### src/rtl/ppoll_pkg.sv
// Operation
// An execute-poll command sets the request-poll flag, and identify is sent only in controller active-wait or active state.
// When the poll executes, the eight data lines are latched into the pass-through register and the request-poll flag clears.
// The command-out flag is set to 1 when a controller-run parallel poll has finished.
// The captured response stays in the pass-through register until another command is sent or the controller goes inactive.
// While identify is asserted, a participating device drives only its one assigned line and leaves the other lines passive.
// The assigned line is driven true when the individual status equals the configured sense, and false otherwise.
// Poll responses are driven open-collector, so any true driver on a line wins over passive ones.
// Under remote configuration the device decodes enable and disable commands by itself to set participation, sense and line.
// Under local configuration participation, sense and line come from the disable bit, sense bit and line-select field.
// The controller configures each remote device in turn with unlisten, its listen address, then configure and enable or disable.
// The code sends no such sequence; it only decodes the enable and disable bytes it receives.
// With status-source select at zero, individual status changes only on the set-poll and clear-poll commands.
// With status-source select at one, individual status is true exactly while service is requested and SRQ is asserted.
// Each interrupt source is gated by its mask bit, and the request holds until the matching status register is read.
// Reading a status register clears all of its bits, and a still-present condition is not reported again by that read; events in the read cycle are kept.
// Status bits are recorded whether or not their mask bits are set.
// While being polled the drive-mode output is forced to open-collector even if three-state drive is selected.
// The interrupt request is the OR over both registers of each status bit ANDed with its mask bit.
package ppoll_pkg;
    localparam int DATA_W = 8;
    localparam int SEL_W = 3;
    localparam int STAT_W = 8;
    // Poll configuration command byte layout: 0110 S P3 P2 P1 enables, 0111 xxxx disables
    localparam logic [3:0] PPE_HI = 4'h6;
    localparam logic [3:0] PPD_HI = 4'h7;
    localparam int CFG_SENSE_BIT = 3;
    localparam logic [DATA_W-1:0] COMMAND_PASS_THROUGH_REGISTER_RST = 8'h00;
    localparam logic [STAT_W-1:0] STAT_RST = 8'h00;
    localparam logic [SEL_W-1:0] SEL_RST = 3'h0;
    typedef enum logic [1:0] {POLL_IDLE, POLL_WAIT, POLL_IDY} poll_state_e;
endpackage

### src/rtl/parallel_poll_and_interrupt.sv
`timescale 1ns/100ps
module parallel_poll_and_interrupt
    import ppoll_pkg::*;
(
    input wire logic i_clk,
    input wire logic i_rst,
    input wire logic i_exec_poll,
    input wire logic i_controller_active_wait_state,
    input wire logic i_controller_active_state,
    input wire logic i_command_sent,
    input wire logic [ppoll_pkg::DATA_W-1:0] i_dio,
    input wire logic i_identify,
    input wire logic i_remote_config,
    input wire logic i_cmd_valid,
    input wire logic [ppoll_pkg::DATA_W-1:0] i_cmd_byte,
    input wire logic i_cfg_disable,
    input wire logic i_cfg_sense,
    input wire logic [ppoll_pkg::SEL_W-1:0] i_response_line_select,
    input wire logic i_status_source_select,
    input wire logic i_set_poll,
    input wire logic i_clear_poll,
    input wire logic i_service_request_state,
    input wire logic i_srq_asserted,
    input wire logic i_three_state_sel,
    input wire logic [ppoll_pkg::STAT_W-1:0] i_events_one,
    input wire logic [ppoll_pkg::STAT_W-1:0] i_events_two,
    input wire logic [ppoll_pkg::STAT_W-1:0] i_interrupt_mask_one,
    input wire logic [ppoll_pkg::STAT_W-1:0] i_interrupt_mask_two,
    input wire logic i_read_status_one,
    input wire logic i_read_status_two,
    output logic o_identify,
    output logic o_poll_request,
    output logic [ppoll_pkg::DATA_W-1:0] o_command_pass_through_register,
    output logic o_command_out_flag,
    output logic [ppoll_pkg::DATA_W-1:0] o_dio_out,
    output logic [ppoll_pkg::DATA_W-1:0] o_dio_oe,
    output logic o_drive_mode_output,
    output logic [ppoll_pkg::STAT_W-1:0] o_interrupt_status_one,
    output logic [ppoll_pkg::STAT_W-1:0] o_interrupt_status_two,
    output logic o_irq
);
    import ppoll_pkg::*;

    poll_state_e state_q, state_d;
    logic rpp_q, rpp_d;
    logic idy_q, idy_d;
    logic [DATA_W-1:0] command_pass_through_register_q, command_pass_through_register_d;
    logic co_q, co_d;
    logic ist_q, ist_d;
    logic rem_en_q, rem_en_d;
    logic rem_sense_q, rem_sense_d;
    logic [SEL_W-1:0] rem_sel_q, rem_sel_d;
    logic [DATA_W-1:0] dout_q, dout_d;
    logic [DATA_W-1:0] doe_q, doe_d;
    logic drv_q, drv_d;
    logic [STAT_W-1:0] st1_q, st1_d, st2_q, st2_d;
    logic irq_q, irq_d;
    logic ctrl_active;
    logic ist_now;
    logic part_en, part_sense;
    logic [SEL_W-1:0] part_sel;
    logic resp_true;

    assign ctrl_active = i_controller_active_wait_state | i_controller_active_state;

    // Controller-side poll sequencing and response capture
    always_comb
    begin
        state_d = state_q;
        rpp_d = rpp_q;
        idy_d = 1'b0;
        command_pass_through_register_d = command_pass_through_register_q;
        co_d = co_q;
        if (i_exec_poll)
        begin
            rpp_d = 1'b1;
            co_d = 1'b0;
        end
        case (state_q)
            POLL_IDLE:
            begin
                if (i_exec_poll | rpp_q)
                begin
                    state_d = POLL_WAIT;
                end
            end
            POLL_WAIT:
            begin
                if (ctrl_active)
                begin
                    idy_d = 1'b1;
                    state_d = POLL_IDY;
                end
            end
            POLL_IDY:
            begin
                // Bus sampled one cycle after identify goes out so responders have settled
                command_pass_through_register_d = i_dio;
                // An execute in the capture cycle keeps its request pending
                rpp_d = i_exec_poll;
                co_d = 1'b1;
                state_d = POLL_IDLE;
            end
            default:
            begin
                state_d = POLL_IDLE;
            end
        endcase
        if (state_q != POLL_IDY && (i_command_sent || !ctrl_active))
        begin
            command_pass_through_register_d = COMMAND_PASS_THROUGH_REGISTER_RST;
        end
    end

    always_ff @(posedge i_clk)
    begin
        if (i_rst)
        begin
            state_q <= POLL_IDLE;
            rpp_q <= 1'b0;
            idy_q <= 1'b0;
            command_pass_through_register_q <= COMMAND_PASS_THROUGH_REGISTER_RST;
            co_q <= 1'b0;
        end
        else
        begin
            state_q <= state_d;
            rpp_q <= rpp_d;
            idy_q <= idy_d;
            command_pass_through_register_q <= command_pass_through_register_d;
            co_q <= co_d;
        end
    end

    // Configuration, individual status and poll response
    always_comb
    begin
        ist_d = ist_q;
        if (i_set_poll)
        begin
            ist_d = 1'b1;
        end
        else if (i_clear_poll)
        begin
            ist_d = 1'b0;
        end
        rem_en_d = rem_en_q;
        rem_sense_d = rem_sense_q;
        rem_sel_d = rem_sel_q;
        if (i_cmd_valid && i_cmd_byte[DATA_W-1:DATA_W-4] == PPE_HI)
        begin
            rem_en_d = 1'b1;
            rem_sense_d = i_cmd_byte[CFG_SENSE_BIT];
            rem_sel_d = i_cmd_byte[SEL_W-1:0];
        end
        else if (i_cmd_valid && i_cmd_byte[DATA_W-1:DATA_W-4] == PPD_HI)
        begin
            rem_en_d = 1'b0;
        end
        ist_now = i_status_source_select ? (i_service_request_state & i_srq_asserted) : ist_q;
        part_en = i_remote_config ? rem_en_q : !i_cfg_disable;
        part_sense = i_remote_config ? rem_sense_q : i_cfg_sense;
        part_sel = i_remote_config ? rem_sel_q : i_response_line_select;
        resp_true = (ist_now == part_sense);
        // Open collector: only a true response enables a driver, false stays released
        dout_d = '0;
        doe_d = '0;
        if (i_identify && part_en)
        begin
            doe_d[part_sel] = resp_true;
            dout_d[part_sel] = resp_true;
        end
        drv_d = i_three_state_sel & !i_identify;
    end

    always_ff @(posedge i_clk)
    begin
        if (i_rst)
        begin
            ist_q <= 1'b0;
            rem_en_q <= 1'b0;
            rem_sense_q <= 1'b0;
            rem_sel_q <= SEL_RST;
            dout_q <= '0;
            doe_q <= '0;
            drv_q <= 1'b0;
        end
        else
        begin
            ist_q <= ist_d;
            rem_en_q <= rem_en_d;
            rem_sense_q <= rem_sense_d;
            rem_sel_q <= rem_sel_d;
            dout_q <= dout_d;
            doe_q <= doe_d;
            drv_q <= drv_d;
        end
    end

    // Interrupt status: read clears, but an event on the read cycle is kept
    always_comb
    begin
        st1_d = (i_read_status_one ? STAT_RST : st1_q) | i_events_one;
        st2_d = (i_read_status_two ? STAT_RST : st2_q) | i_events_two;
        irq_d = |(st1_d & i_interrupt_mask_one) | |(st2_d & i_interrupt_mask_two);
    end

    always_ff @(posedge i_clk)
    begin
        if (i_rst)
        begin
            st1_q <= STAT_RST;
            st2_q <= STAT_RST;
            irq_q <= 1'b0;
        end
        else
        begin
            st1_q <= st1_d;
            st2_q <= st2_d;
            irq_q <= irq_d;
        end
    end

    assign o_identify = idy_q;
    assign o_poll_request = rpp_q;
    assign o_command_pass_through_register = command_pass_through_register_q;
    assign o_command_out_flag = co_q;
    assign o_dio_out = dout_q;
    assign o_dio_oe = doe_q;
    assign o_drive_mode_output = drv_q;
    assign o_interrupt_status_one = st1_q;
    assign o_interrupt_status_two = st2_q;
    assign o_irq = irq_q;
endmodule

### config.mk
export PLATFORM = sky130hd
export DESIGN_NAME = parallel_poll_and_interrupt
export DESIGN_NICKNAME = d
export VERILOG_FILES = /design/src/rtl/ppoll_pkg.sv /design/src/rtl/parallel_poll_and_interrupt.sv
export SDC_FILE = /design/constraint.sdc
export NUM_CORES = 1
export LEC_CHECK = 0
export BUFFER_PORTS_ARGS = -buffer_cell sky130_fd_sc_hd__buf_2
export CAP_MARGIN = 0
export CORE_UTILIZATION = 45
export CTS_CLUSTER_SIZE = 25
export DETAILED_ROUTE_END_ITERATION = 6
export GPL_ROUTABILITY_DRIVEN = 0
export PLACE_DENSITY = 0.94
export SLEW_MARGIN = 20
export SYNTH_ARGS = -nofsm -noshare
export SYNTH_HDL_FRONTEND = slang
export SYNTH_SLANG_ARGS = --single-unit
### constraint.sdc
create_clock -name i_clk -period 3.1 [get_ports i_clk]
set_input_delay 0.62 -clock i_clk [delete_from_list [all_inputs] [get_ports i_clk]]
set_output_delay 0.62 -clock i_clk [all_outputs]
set_load 0.005 [all_outputs]
==> Yosys cells after proc, flatten, opt, wreduce, memory -nomap -nowiden <==
Cells that the tools add are included.
{ "totals": {"reg_bits": 45, "input_bits": 70, "out_inout_bits": 45, "wordCells": 75} }
{ "classes": {"order_cmp": 2, "eq_ne": 8, "muxes": 20, "bitwise_logic": 12, "n_reduce_logical": 19} }
{ "ops": {"columns": ["op", "n"], "rows": [
  ["$and 8x8->8", 3],
  ["$mux 8", 2],
  ["$or 8x8->8", 2],
  ["$reduce_or 8->1", 2],
  ["$mux 1", 13],
  ["$eq 4x3->1 const B", 2],
  ["$ne 2x2->1 const B", 3],
  ["$reduce_bool 2->1", 3],
  ["$reduce_or 2->1", 3],
  ["$logic_and 1x1->1", 5],
  ["$lt 3x4->1 const B", 1],
  ["$mux 2", 2],
  ["$pmux 2 s2", 1],
  ["$demux 1 s3", 1],
  ["$ge 3x1->1 const B", 1],
  ["$logic_not 1->1", 3],
  ["$mux 3", 1],
  ["$or 1x1->1", 3],
  ["$and 1x1->1", 2],
  ["$eq 2x1->1 const B", 1],
  ["$eq 2x2->1 const B", 1],
  ["$logic_not 2->1", 1],
  ["$not 1->1", 2],
  ["$reduce_and 2->1", 1],
  ["other kinds (2)", 2]
]} }

==> Longest topological paths before layout <==
Gate-level depths: netlist (run 1).
{ "depth": {"ltp_word": 6, "ltp_mapped": 6, "mapped_depth_nobuf": 5} }

==> Worst setup path after synthesis (run 1) <==
Ideal clock, no wire load.
{ "synth_timing": {"path_type": "in2reg", "startpoint": "input i_remote_config", "endpoint": "register doe_q[4] (netlist: o_dio_oe[4])", "setup_time_ps": 65, "t_arrival_ps": 1362, "required_ps": 3035, "path_slack_ps": 1673, "stages": 4, "path_buffers": 1, "path_cell_list": "buf_2 > mux2_4 > nand2b_1 > nor2_1"} }
{ "synth_between": {"elab_chain_len": 6, "elab_cells_between_ends": 13} }
{ "synth_lines": {"columns": ["element", "line_no", "text"], "rows": [
  ["start: declaration", "parallel_poll_and_interrupt.sv:13", "input wire logic i_remote_config,"],
  ["$mux 3", "parallel_poll_and_interrupt.sv:163", "part_sel = i_remote_config ? rem_sel_q : i_response_line_select;"],
  ["$lt 3x4->1 (implied by the code) or $ge 3x1->1 (tied branches)", "parallel_poll_and_interrupt.sv:170", "doe_d[part_sel] = resp_true;"],
  ["$logic_and 1x1->1 (implied by the code)", "parallel_poll_and_interrupt.sv:170", null],
  ["$mux 1 (implied by the code)", "parallel_poll_and_interrupt.sv:170", null],
  ["$demux 1 s3", "parallel_poll_and_interrupt.sv:170", null],
  ["$and 8x8->8 (no source line)", null, null],
  ["end signal: assignment", "parallel_poll_and_interrupt.sv:195", "doe_q <= doe_d;"],
  ["end: declaration", "parallel_poll_and_interrupt.sv:54", "logic [DATA_W-1:0] doe_q, doe_d;"]
]} }
Several ways; a longest one is shown, not always the timed one.
A chain may end at the register's enable or synchronous reset.

==> Worst setup path after layout (run 1) <==
{ "layout_timing": {"startpoint": "input i_read_status_two", "endpoint": "register irq_q (netlist: o_irq)"} }
{ "layout_between": {"elab_chain_len": 5} }
{ "layout_lines": {"columns": ["element", "line_no", "text"], "rows": [
  ["start: declaration", "parallel_poll_and_interrupt.sv:30", "input wire logic i_read_status_two,"],
  ["$mux 8", "parallel_poll_and_interrupt.sv:204", "st2_d = (i_read_status_two ? STAT_RST : st2_q) | i_events_two;"],
  ["$or 8x8->8", "parallel_poll_and_interrupt.sv:204", null],
  ["$and 8x8->8", "parallel_poll_and_interrupt.sv:205", "irq_d = |(st1_d & i_interrupt_mask_one) | |(st2_d & i_interrupt_mask_two);"],
  ["$reduce_or 8->1", "parallel_poll_and_interrupt.sv:205", null],
  ["$or 1x1->1", "parallel_poll_and_interrupt.sv:205", null],
  ["end signal: assignment", "parallel_poll_and_interrupt.sv:220", "irq_q <= irq_d;"],
  ["end: declaration", "parallel_poll_and_interrupt.sv:57", "logic irq_q, irq_d;"]
]} }
No other way between the ends.

==> results of run 1 <==
==> cell usage in the layout, fill, tap and decap left out <==
cell type,netlist,layout
buf_2,2,114
nor2_1,48,48
dfxtp_1,45,45
nand2_1,18,18
a21oi_1,16,16
nor2b_1,15,15
inv_1,8,8
o21ai_1,8,8
o21ai_0,7,7
clkbuf_8,0,6
nor3_1,5,5
mux2i_1,5,5
nand2b_1,4,4
o2111ai_1,4,4
a31oi_1,3,3
nor3b_1,2,2
nand4b_1,1,1
nor2_2,1,1
mux2_4,1,1
and3_1,1,1
and2_1,1,1
nor3b_2,1,1
inv_2,1,1
o21ai_2,1,1
nor4_1,1,1
o31ai_1,1,1
a32oi_1,1,1
bufinv_16,0,1
clkinvlp_4,0,1
==> cells in the mapped netlist <==
cell type / n / share of area
inv_1: 8 / 0.017
nor2b_1: 15 / 0.053
o21ai_0: 7 / 0.020
a21oi_1: 16 / 0.045
o2111ai_1: 4 / 0.020
a32oi_1: 1 / 0.0049
buf_1: 2 / 0.0042
clkbuf_1: 3 / 0.0063
nor3_1: 5 / 0.014
a31oi_1: 3 / 0.011
mux2i_1: 5 / 0.028
nand2_1: 18 / 0.038
nor2_1: 48 / 0.10
nor4_1: 1 / 0.0035
nand4b_1: 1 / 0.0049
o21ai_1: 8 / 0.023
and3_1: 1 / 0.0035
nor3b_1: 2 / 0.0085
o31ai_1: 1 / 0.0042
mux2_4: 1 / 0.0085
buf_2: 2 / 0.0056
dfxtp_1: 45 / 0.51
nor2_2: 1 / 0.0035
buf_4: 8 / 0.034
o21ai_2: 1 / 0.0049
and2_1: 1 / 0.0035
nand2b_1: 4 / 0.014
nor3b_2: 1 / 0.0070
inv_2: 1 / 0.0021
==> registers in the layout, summed over array words and instances (netlist names) <==
register / flops
ist_q: 1
state_q: 2
o_command_pass_through_register: 8
o_irq: 1
rem_en_q: 1
o_interrupt_status_one: 8
rem_sel_q: 3
o_command_out_flag: 1
o_interrupt_status_two: 8
o_dio_oe: 8
o_identify: 1
o_poll_request: 1
rem_sense_q: 1
o_drive_mode_output: 1
==> critical path: cells and delay by family <==
| family | cells | cell delay, ps |
|---|---|---|
| simple gates | 2 | 390 |
| buf+inv | 2 | 220 |
| compound gates | 2 | 380 |
==> cell type report <==
class | count | share of cell area
clock inverters | 2 | 0.0154
multi-input cells | 145 | 0.309
repair buffers | 114 | 0.234
flip-flops and latches | 45 | 0.370
inverters | 9 | 0.0139
clock buffers | 6 | 0.0339
well taps | 48 | 0.0246
==> through the flow <==
stage	instance area, um2	setup WS [ps]	util	power, mW
after floorplan	1780	1670	-	0.691
after global placement	2320	1460	0.624	0.766
after detailed placement	2320	1330	0.624	0.770
after CTS	2440	1640	0.656	1.22
after global routing	2440	1540	0.656	1.27
final	2440	1640	0.656	1.21
==> kinds of logic after synthesis <==
kind of cell,Yosys count,synth area share
buffers and inverters,24,0.0691
flip-flops,45,0.507
multiplexers,6,0.0366
AND/OR/NAND/NOR,98,0.255
AO/OA/AOI/OAI,41,0.132
==> power by group through the flow <==
stage	registers (mW)	clock network, mW	logic [mW]
global placement	0.625	0	0.141
CTS	0.612	0.459	0.145
global route	0.615	0.489	0.161
floorplan	0.626	0	0.0642
detailed placement	0.626	0	0.144
finish	0.612	0.453	0.144
==> worst paths after layout <==
| kind | slack, ps | cells after the start | from | to |
|---|---|---|---|---|
| worst max-delay path | 1640 | 6 | i_read_status_two | o_irq |
| worst min-delay path | 450 | 2 | o_command_pass_through_register[5] | o_command_pass_through_register[5] |
| worst max register to register | 1750 | 4 | state_q[0] | o_command_pass_through_register[3] |
| worst min register to register | 450 | 2 | o_command_pass_through_register[5] | o_command_pass_through_register[5] |
==> routing by layer <==
layer	wire length (um)	vias to the layer above
met4	106	0
li1	-	916
met3	220	11
met5	0	-
met1	1770	822
met2	2240	72
==> impl_metrics.tcl, run 1 <==
set metrics [dict create \
    grtUsageMet3 0.0423 \
    rows 22 \
    setup_tns_ps 0 \
    relSlewSlack 0.619 \
    p_per_area_nw_per_um2 496 \
    critPathKind "input port to flip-flop" \
    ant_nets 0 \
    regArea_um2 901 \
    cts_htree_levels 2 \
    antenna_cells 0 \
    critPathArrivalTime_ps 1620 \
    grt_pass1_wl_um 6840 \
    overflow 0 \
    final-max-slew-violation-count 0 \
    worst_slew_pin_slew_ps 570 \
    crit_chain "buf_2, inv_2, a21oi_1, o2111ai_1, nor4_1, nor2_1" \
    yosysSeqAreaShare 0.507 \
    io_pins 115 \
    drive_gt1_frac 0.396 \
    cts.clk_slew.worst_paths_ps 80 \
    finalHoldViolCount 0 \
    p_comb_frac 0.119 \
    fmax_mhz 684 \
    postSynthCellCount 214 \
    vias 1821 \
    core_um2 3720 \
    syn-num-nets 284 \
    whs_ps 454 \
    syn-cell-area_um2 1780 \
    rsz0062_at_grt "no" \
    clockPowerShare 0.375 \
    wl_per_cell_um 11.8 \
    status "completed" \
    cts_tree "built" \
    slowest_delay_ps 320 \
    hp-class "flip-flop to flip-flop" \
    gr-usage-met2 0.388 \
    drtPass1Iterations 4 \
    antenna_found_initial 0 \
    min_period_ps 1460 \
    grt_pass1_vias 1677 \
    leakage_nw 1.19 \
    grt_use_met1 0.229 \
    nets 390 \
    cp_max_fo 6 \
    busiest_layer "met2" \
    cts-root-buf "clkbuf_8" \
    holdBufCountCts 0 \
    routed_wl_um 4340 \
    area_growth_pct 37.3 \
    port-buffer-count 114 \
    switching_power_mw 0.273 \
    nFillCells 339 \
    drv_cap 0 \
    fp.dieArea_um2 4200 \
    hpwl_um 3550 \
    dp_cells 361 \
    vdd_drop_max_uv 338 \
    cts.sinks 45 \
    setup_viol 0 \
    grt_max_degree 32 \
    vias_per_cell 4.93 \
    multiInputGateArea_um2 752 \
    ys_seq_elements 45 \
    crit_required_ps 3260 \
    drt-initial-drc-count 84 \
    crit_slowest_cell "nor4_1" \
    avgSynthCellArea_um2 8.30 \
    clk_latency_ps 290 \
    fin_cells 369 \
    yosysUniqueCellTypes 29 \
    clock_skew_ps 5.60 \
    cts-resized-gates 0 \
    fin_crit_sh 0.472 \
    drc 0 \
    clockBufferDepth 2 \
    crit_path_end_kind "flip-flop" \
    switching_share 0.226 \
    p_int_mw 0.936 \
    cts-buffers-inserted 5 \
    synth_warnings 0 \
    die_w_um 64.8 \
    die_h_um 64.8 \
    track_usage 0.211 \
    seqPwrFrac 0.506 \
    start_util 0.478 \
    crit_path_start_kind "input port" \
    cts_setup_buffers 0 \
]
(Power assumes the default switching activity.)
==> inputs of run 2 (changes only) <==
Settings changed: CORE_UTILIZATION 45 to 41, PLACE_DENSITY 0.94 to 0.87.
Clock period 3.1 ns to 1.4 ns, I/O delays scaled along.
==> run 2 against run 1 <==
Clock skew down 3.0 ps. Sequential cell count did not move. Hold slack worse by 300 ps. Core utilization is 5.8 points lower. Total power grew 100%. Largest power group unchanged. Routed wire length shrank 1.8%.
==> impl_metrics.tcl, run 2 (synthesis gave the netlist of run 1 again) <==
set metrics [dict create \
    hpwl_um 3450 \
    crit_path_end_kind "flip-flop" \
    leakage_nw 1.20 \
    setup_viol 0 \
    drc 0 \
    vias_per_cell 4.72 \
    power_mw 2.47 \
    drv_cap 0 \
    nFillCells 398 \
    fin_cells 375 \
    area_growth_pct 37.6 \
    critPathArrivalTime_ps 1460 \
    worst_r2r_endpoint "o_irq" \
    grt_max_degree 24 \
    rsz0062_at_grt "no" \
    clock_skew_ps 2.56 \
    clockBufferDepth 2 \
    fin_crit_sh 0.913 \
    min_period_ps 1280 \
    final_cell_mix "buf_2, nor2_1, dfxtp_1" \
    regToRegStartpoint "o_interrupt_status_two[3]" \
    track_usage 0.185 \
    ant_nets 0 \
    port-buffer-count 114 \
    drtPass1Iterations 4 \
    worst_slew_pin_slew_ps 361 \
    nets 395 \
    hp-class "input port to flip-flop" \
    die_w_um 67.8 \
    routed_wl_um 4260 \
    start_util 0.434 \
    cts_setup_buffers 0 \
    r2r_cells 5 \
    antenna_found_initial 0 \
    cp_max_fo 2 \
    grt_pass1_vias 1459 \
    core_um2 4090 \
    status "completed" \
    holdPathEnd "o_drive_mode_output" \
    critPathKind "flip-flop to flip-flop" \
    cts-resized-gates 0 \
    cts.clk_slew.worst_paths_ps 70 \
    finalHoldViolCount 0 \
    vias 1770 \
    cts-root-buf "clkbuf_8" \
    setup_tns_ps 0 \
    p_per_area_nw_per_um2 1010 \
    cts_htree_levels 2 \
    final-max-slew-violation-count 0 \
    hold_start "i_identify" \
    wl_per_cell_um 11.4 \
    drive_gt1_frac 0.400 \
    crit_required_ps 1580 \
    die_h_um 67.8 \
    fp.dieArea_um2 4600 \
    grt_pass1_wl_um 6240 \
    whs_ps 158 \
    cts-buffers-inserted 5 \
    final_common_cell "buf_2" \
    fmax_mhz 782 \
    multiInputGateArea_um2 752 \
    holdPathStages 2 \
    antenna_cells 0 \
    relSlewSlack 0.757 \
    crit_path_start_kind "flip-flop" \
    fin_ws_ps 122 \
    clk_latency_ps 290 \
    holdBufCountCts 0 \
    vdd_drop_max_uv 524 \
    cts_tree "built" \
    cts.sinks 45 \
    dp_cells 368 \
    r2r_slack_ps 120 \
    overflow 0 \
    io_pins 115 \
    regArea_um2 901 \
    rows 23 \
    pre_cts_slack_ps -3.33 \
    drt-initial-drc-count 38 \
]
==> run 2: cell types whose count changed in the layout (fill, tap and decap cells not counted), sizes merged <==
| cell | delta |
|---|---|
| buf | +5 |
| bufinv | -1 |
| clkbuf | +1 |
| clkinvlp | -1 |
==> run 2: layout make-up <==
type                       instances  area share
multi-input combinational        145       0.308
sequential                        45       0.369
timing repair buffer             119       0.249
clock buffer                       7      0.0353
inverter                           9      0.0138
tap                               50      0.0256
==> run 2: routing by layer <==
layer | wire length, um | vias to the layer above | GRT usage
met1 | 1800 | 788 | 0.224
met4 | 44 | 0 | 0.0625
met5 | 0 | - | 0
met3 | 254 | 4 | 0.0541
met2 | 2160 | 59 | 0.312
li1 | - | 919 | -
==> run 2: how the worst max path moves through the flow <==
stage / start / end / slack, ps / cells after the start
floorplan: o_interrupt_status_two[1] / o_irq / 300 / 5
global route: o_interrupt_status_two[3] / o_irq / 10 / 5
detailed placement: i_read_status_two / o_irq / -3 / 6
finish: o_interrupt_status_two[3] / o_irq / 120 / 5
global placement: i_read_status_two / o_irq / 50 / 6
CTS: o_interrupt_status_two[3] / o_irq / 90 / 5
==> run 2: stage by stage <==
step	util	cell area, um2
after floorplan	-	1780
after global placement	0.577	2360
after detailed placement	0.577	2360
after CTS	0.598	2440
after global routing	0.598	2440
final	0.598	2440
==> run 2: worst max-delay path, stage by stage (launching register included) <==
cell and delay [ps]:
dfxtp_1 310, nor2b_1 130, o21ai_0 190, o2111ai_1 170, nor4_1 310, nor2_1 60
==> run 2: where the power goes <==
part / internal, mW / total, mW / switching [mW]
clock: 0.392 / 0.786 / 0.394
combinational: 0.171 / 0.326 / 0.155
sequential: 1.33 / 1.36 / 0.0258
total: 1.89 / 2.47 / 0.575
==> inputs of run 3 (changes only) <==
Settings changed: RECOVER_POWER set to 25.
==> run 3 against run 2 <==
Total power hardly changed. Maximum frequency about the same. Clock skew about the same. Register-to-register slack hardly changed. Critical path type unchanged. Highest routed layer unchanged. Critical endpoint unchanged. Sequential cell count did not move. Core utilization shrank 0.061 points.
==> impl_metrics.tcl, run 3 (synthesis gave the netlist of run 1 again) <==
set metrics [dict create \
    status "completed" \
    p_per_area_nw_per_um2 1010 \
    cts-buffers-inserted 5 \
    fp.dieArea_um2 4600 \
    fin_ws_ps 122 \
    clockBufferDepth 2 \
    die_w_um 67.8 \
    start_util 0.434 \
    port-buffer-count 114 \
    antenna_cells 0 \
    placed_area_um2 2360 \
    hpwl_um 3450 \
    drtPass1Iterations 4 \
    antenna_found_initial 0 \
    holdPathStages 2 \
    clk_latency_ps 290 \
    drt-initial-drc-count 38 \
    vdd_drop_max_uv 527 \
    holdBufCountCts 0 \
    pre_cts_slack_ps -3.33 \
    min_period_ps 1280 \
    grt_pass1_wl_um 6240 \
    cts.clk_slew.worst_paths_ps 70 \
    final_common_cell "buf_2" \
    rsz0062_at_grt "no" \
    finalHoldViolCount 0 \
    grt_pass1_vias 1459 \
    setup_viol 0 \
    fin_cells 375 \
    cts-resized-gates 0 \
    area_growth_pct 37.5 \
    cts.sinks 45 \
    relSlewSlack 0.679 \
    power_mw 2.47 \
    fmax_mhz 782 \
    track_usage 0.185 \
    crit_required_ps 1580 \
    cts_htree_levels 2 \
    cp_max_fo 2 \
    drv_cap 0 \
    r2r_cells 5 \
    stdcell_area_um2 2440 \
    drive_gt1_frac 0.397 \
    drc 0 \
    crit_path_start_kind "flip-flop" \
    wl_per_cell_um 11.4 \
    vias_per_cell 4.73 \
    ant_nets 0 \
    clock_skew_ps 2.27 \
    cts-root-buf "clkbuf_8" \
    dp_cells 368 \
    critPathKind "flip-flop to flip-flop" \
    nets 395 \
    vias 1774 \
    final_cell_mix "buf_2, nor2_1, dfxtp_1" \
    worst_slew_pin_slew_ps 479 \
    core_um2 4090 \
    routed_wl_um 4270 \
    fin_crit_sh 0.913 \
    crit_path_end_kind "flip-flop" \
    die_h_um 67.8 \
    hp-class "input port to flip-flop" \
    overflow 0 \
    grt_max_degree 24 \
    rows 23 \
    final-max-slew-violation-count 0 \
    leakage_nw 1.20 \
    cts_tree "built" \
    critPathArrivalTime_ps 1460 \
    io_pins 115 \
    cts_setup_buffers 0 \
]
run 3: cell counts in the layout (fill, tap and decap cells not counted):
No cell type changed its count.
run 3: power by group:
group	total [mW]	switching, mW	internal, mW	leakage (nW)
sequential	1.36	0.0257	1.33	0.369
clock	0.786	0.395	0.392	0.0443
combinational	0.326	0.155	0.171	0.786
total	2.47	0.576	1.89	1.20
run 3: final timing paths:
kind | from | endpoint | slack, ps
max | o_interrupt_status_two[3] | o_irq | 120
min | i_identify | o_drive_mode_output | 160
max reg2reg | o_interrupt_status_two[3] | o_irq | 120
min reg2reg | o_command_pass_through_register[2] | o_command_pass_through_register[2] | 460
run 3: cell type report:
class                           instances  area, um2
Timing Repair Buffer                  119        608
Fill cell                             399       1650
Sequential cell                        45        901
Inverter                                9       33.8
Clock buffer                            7       86.3
Tap cell                               50       62.6
Multi-Input combinational cell        145        749
run 3: per-stage QoR:
step / hold WS (ps) / TNS, ps / utilization
3_3_place_gp: 442 / 0 / 0.577
5_1_grt: 167 / 0 / 0.597
4_1_cts: 150 / 0 / 0.598
6_report: 158 / 0 / 0.597
2_1_floorplan: 356 / 0 / -
3_5_place_dp: 449 / -3.33 / 0.577
run 3: per-layer routing:
| metal | vias to the layer above | part of all wire | track usage |
|---|---|---|---|
| li1 | 918 | - | - |
| met1 | 791 | 0.42 | 0.224 |
| met2 | 61 | 0.51 | 0.312 |
| met3 | 4 | 0.060 | 0.0541 |
| met4 | 0 | 0.010 | 0.0625 |
| met5 | - | 0 | 0 |
run 3: critical path: stages, from the launching register on:
cell       delay (ps)
dfxtp_1           310
nor2b_1           130
o21ai_0           190
o2111ai_1         170
nor4_1            310
nor2_1             60
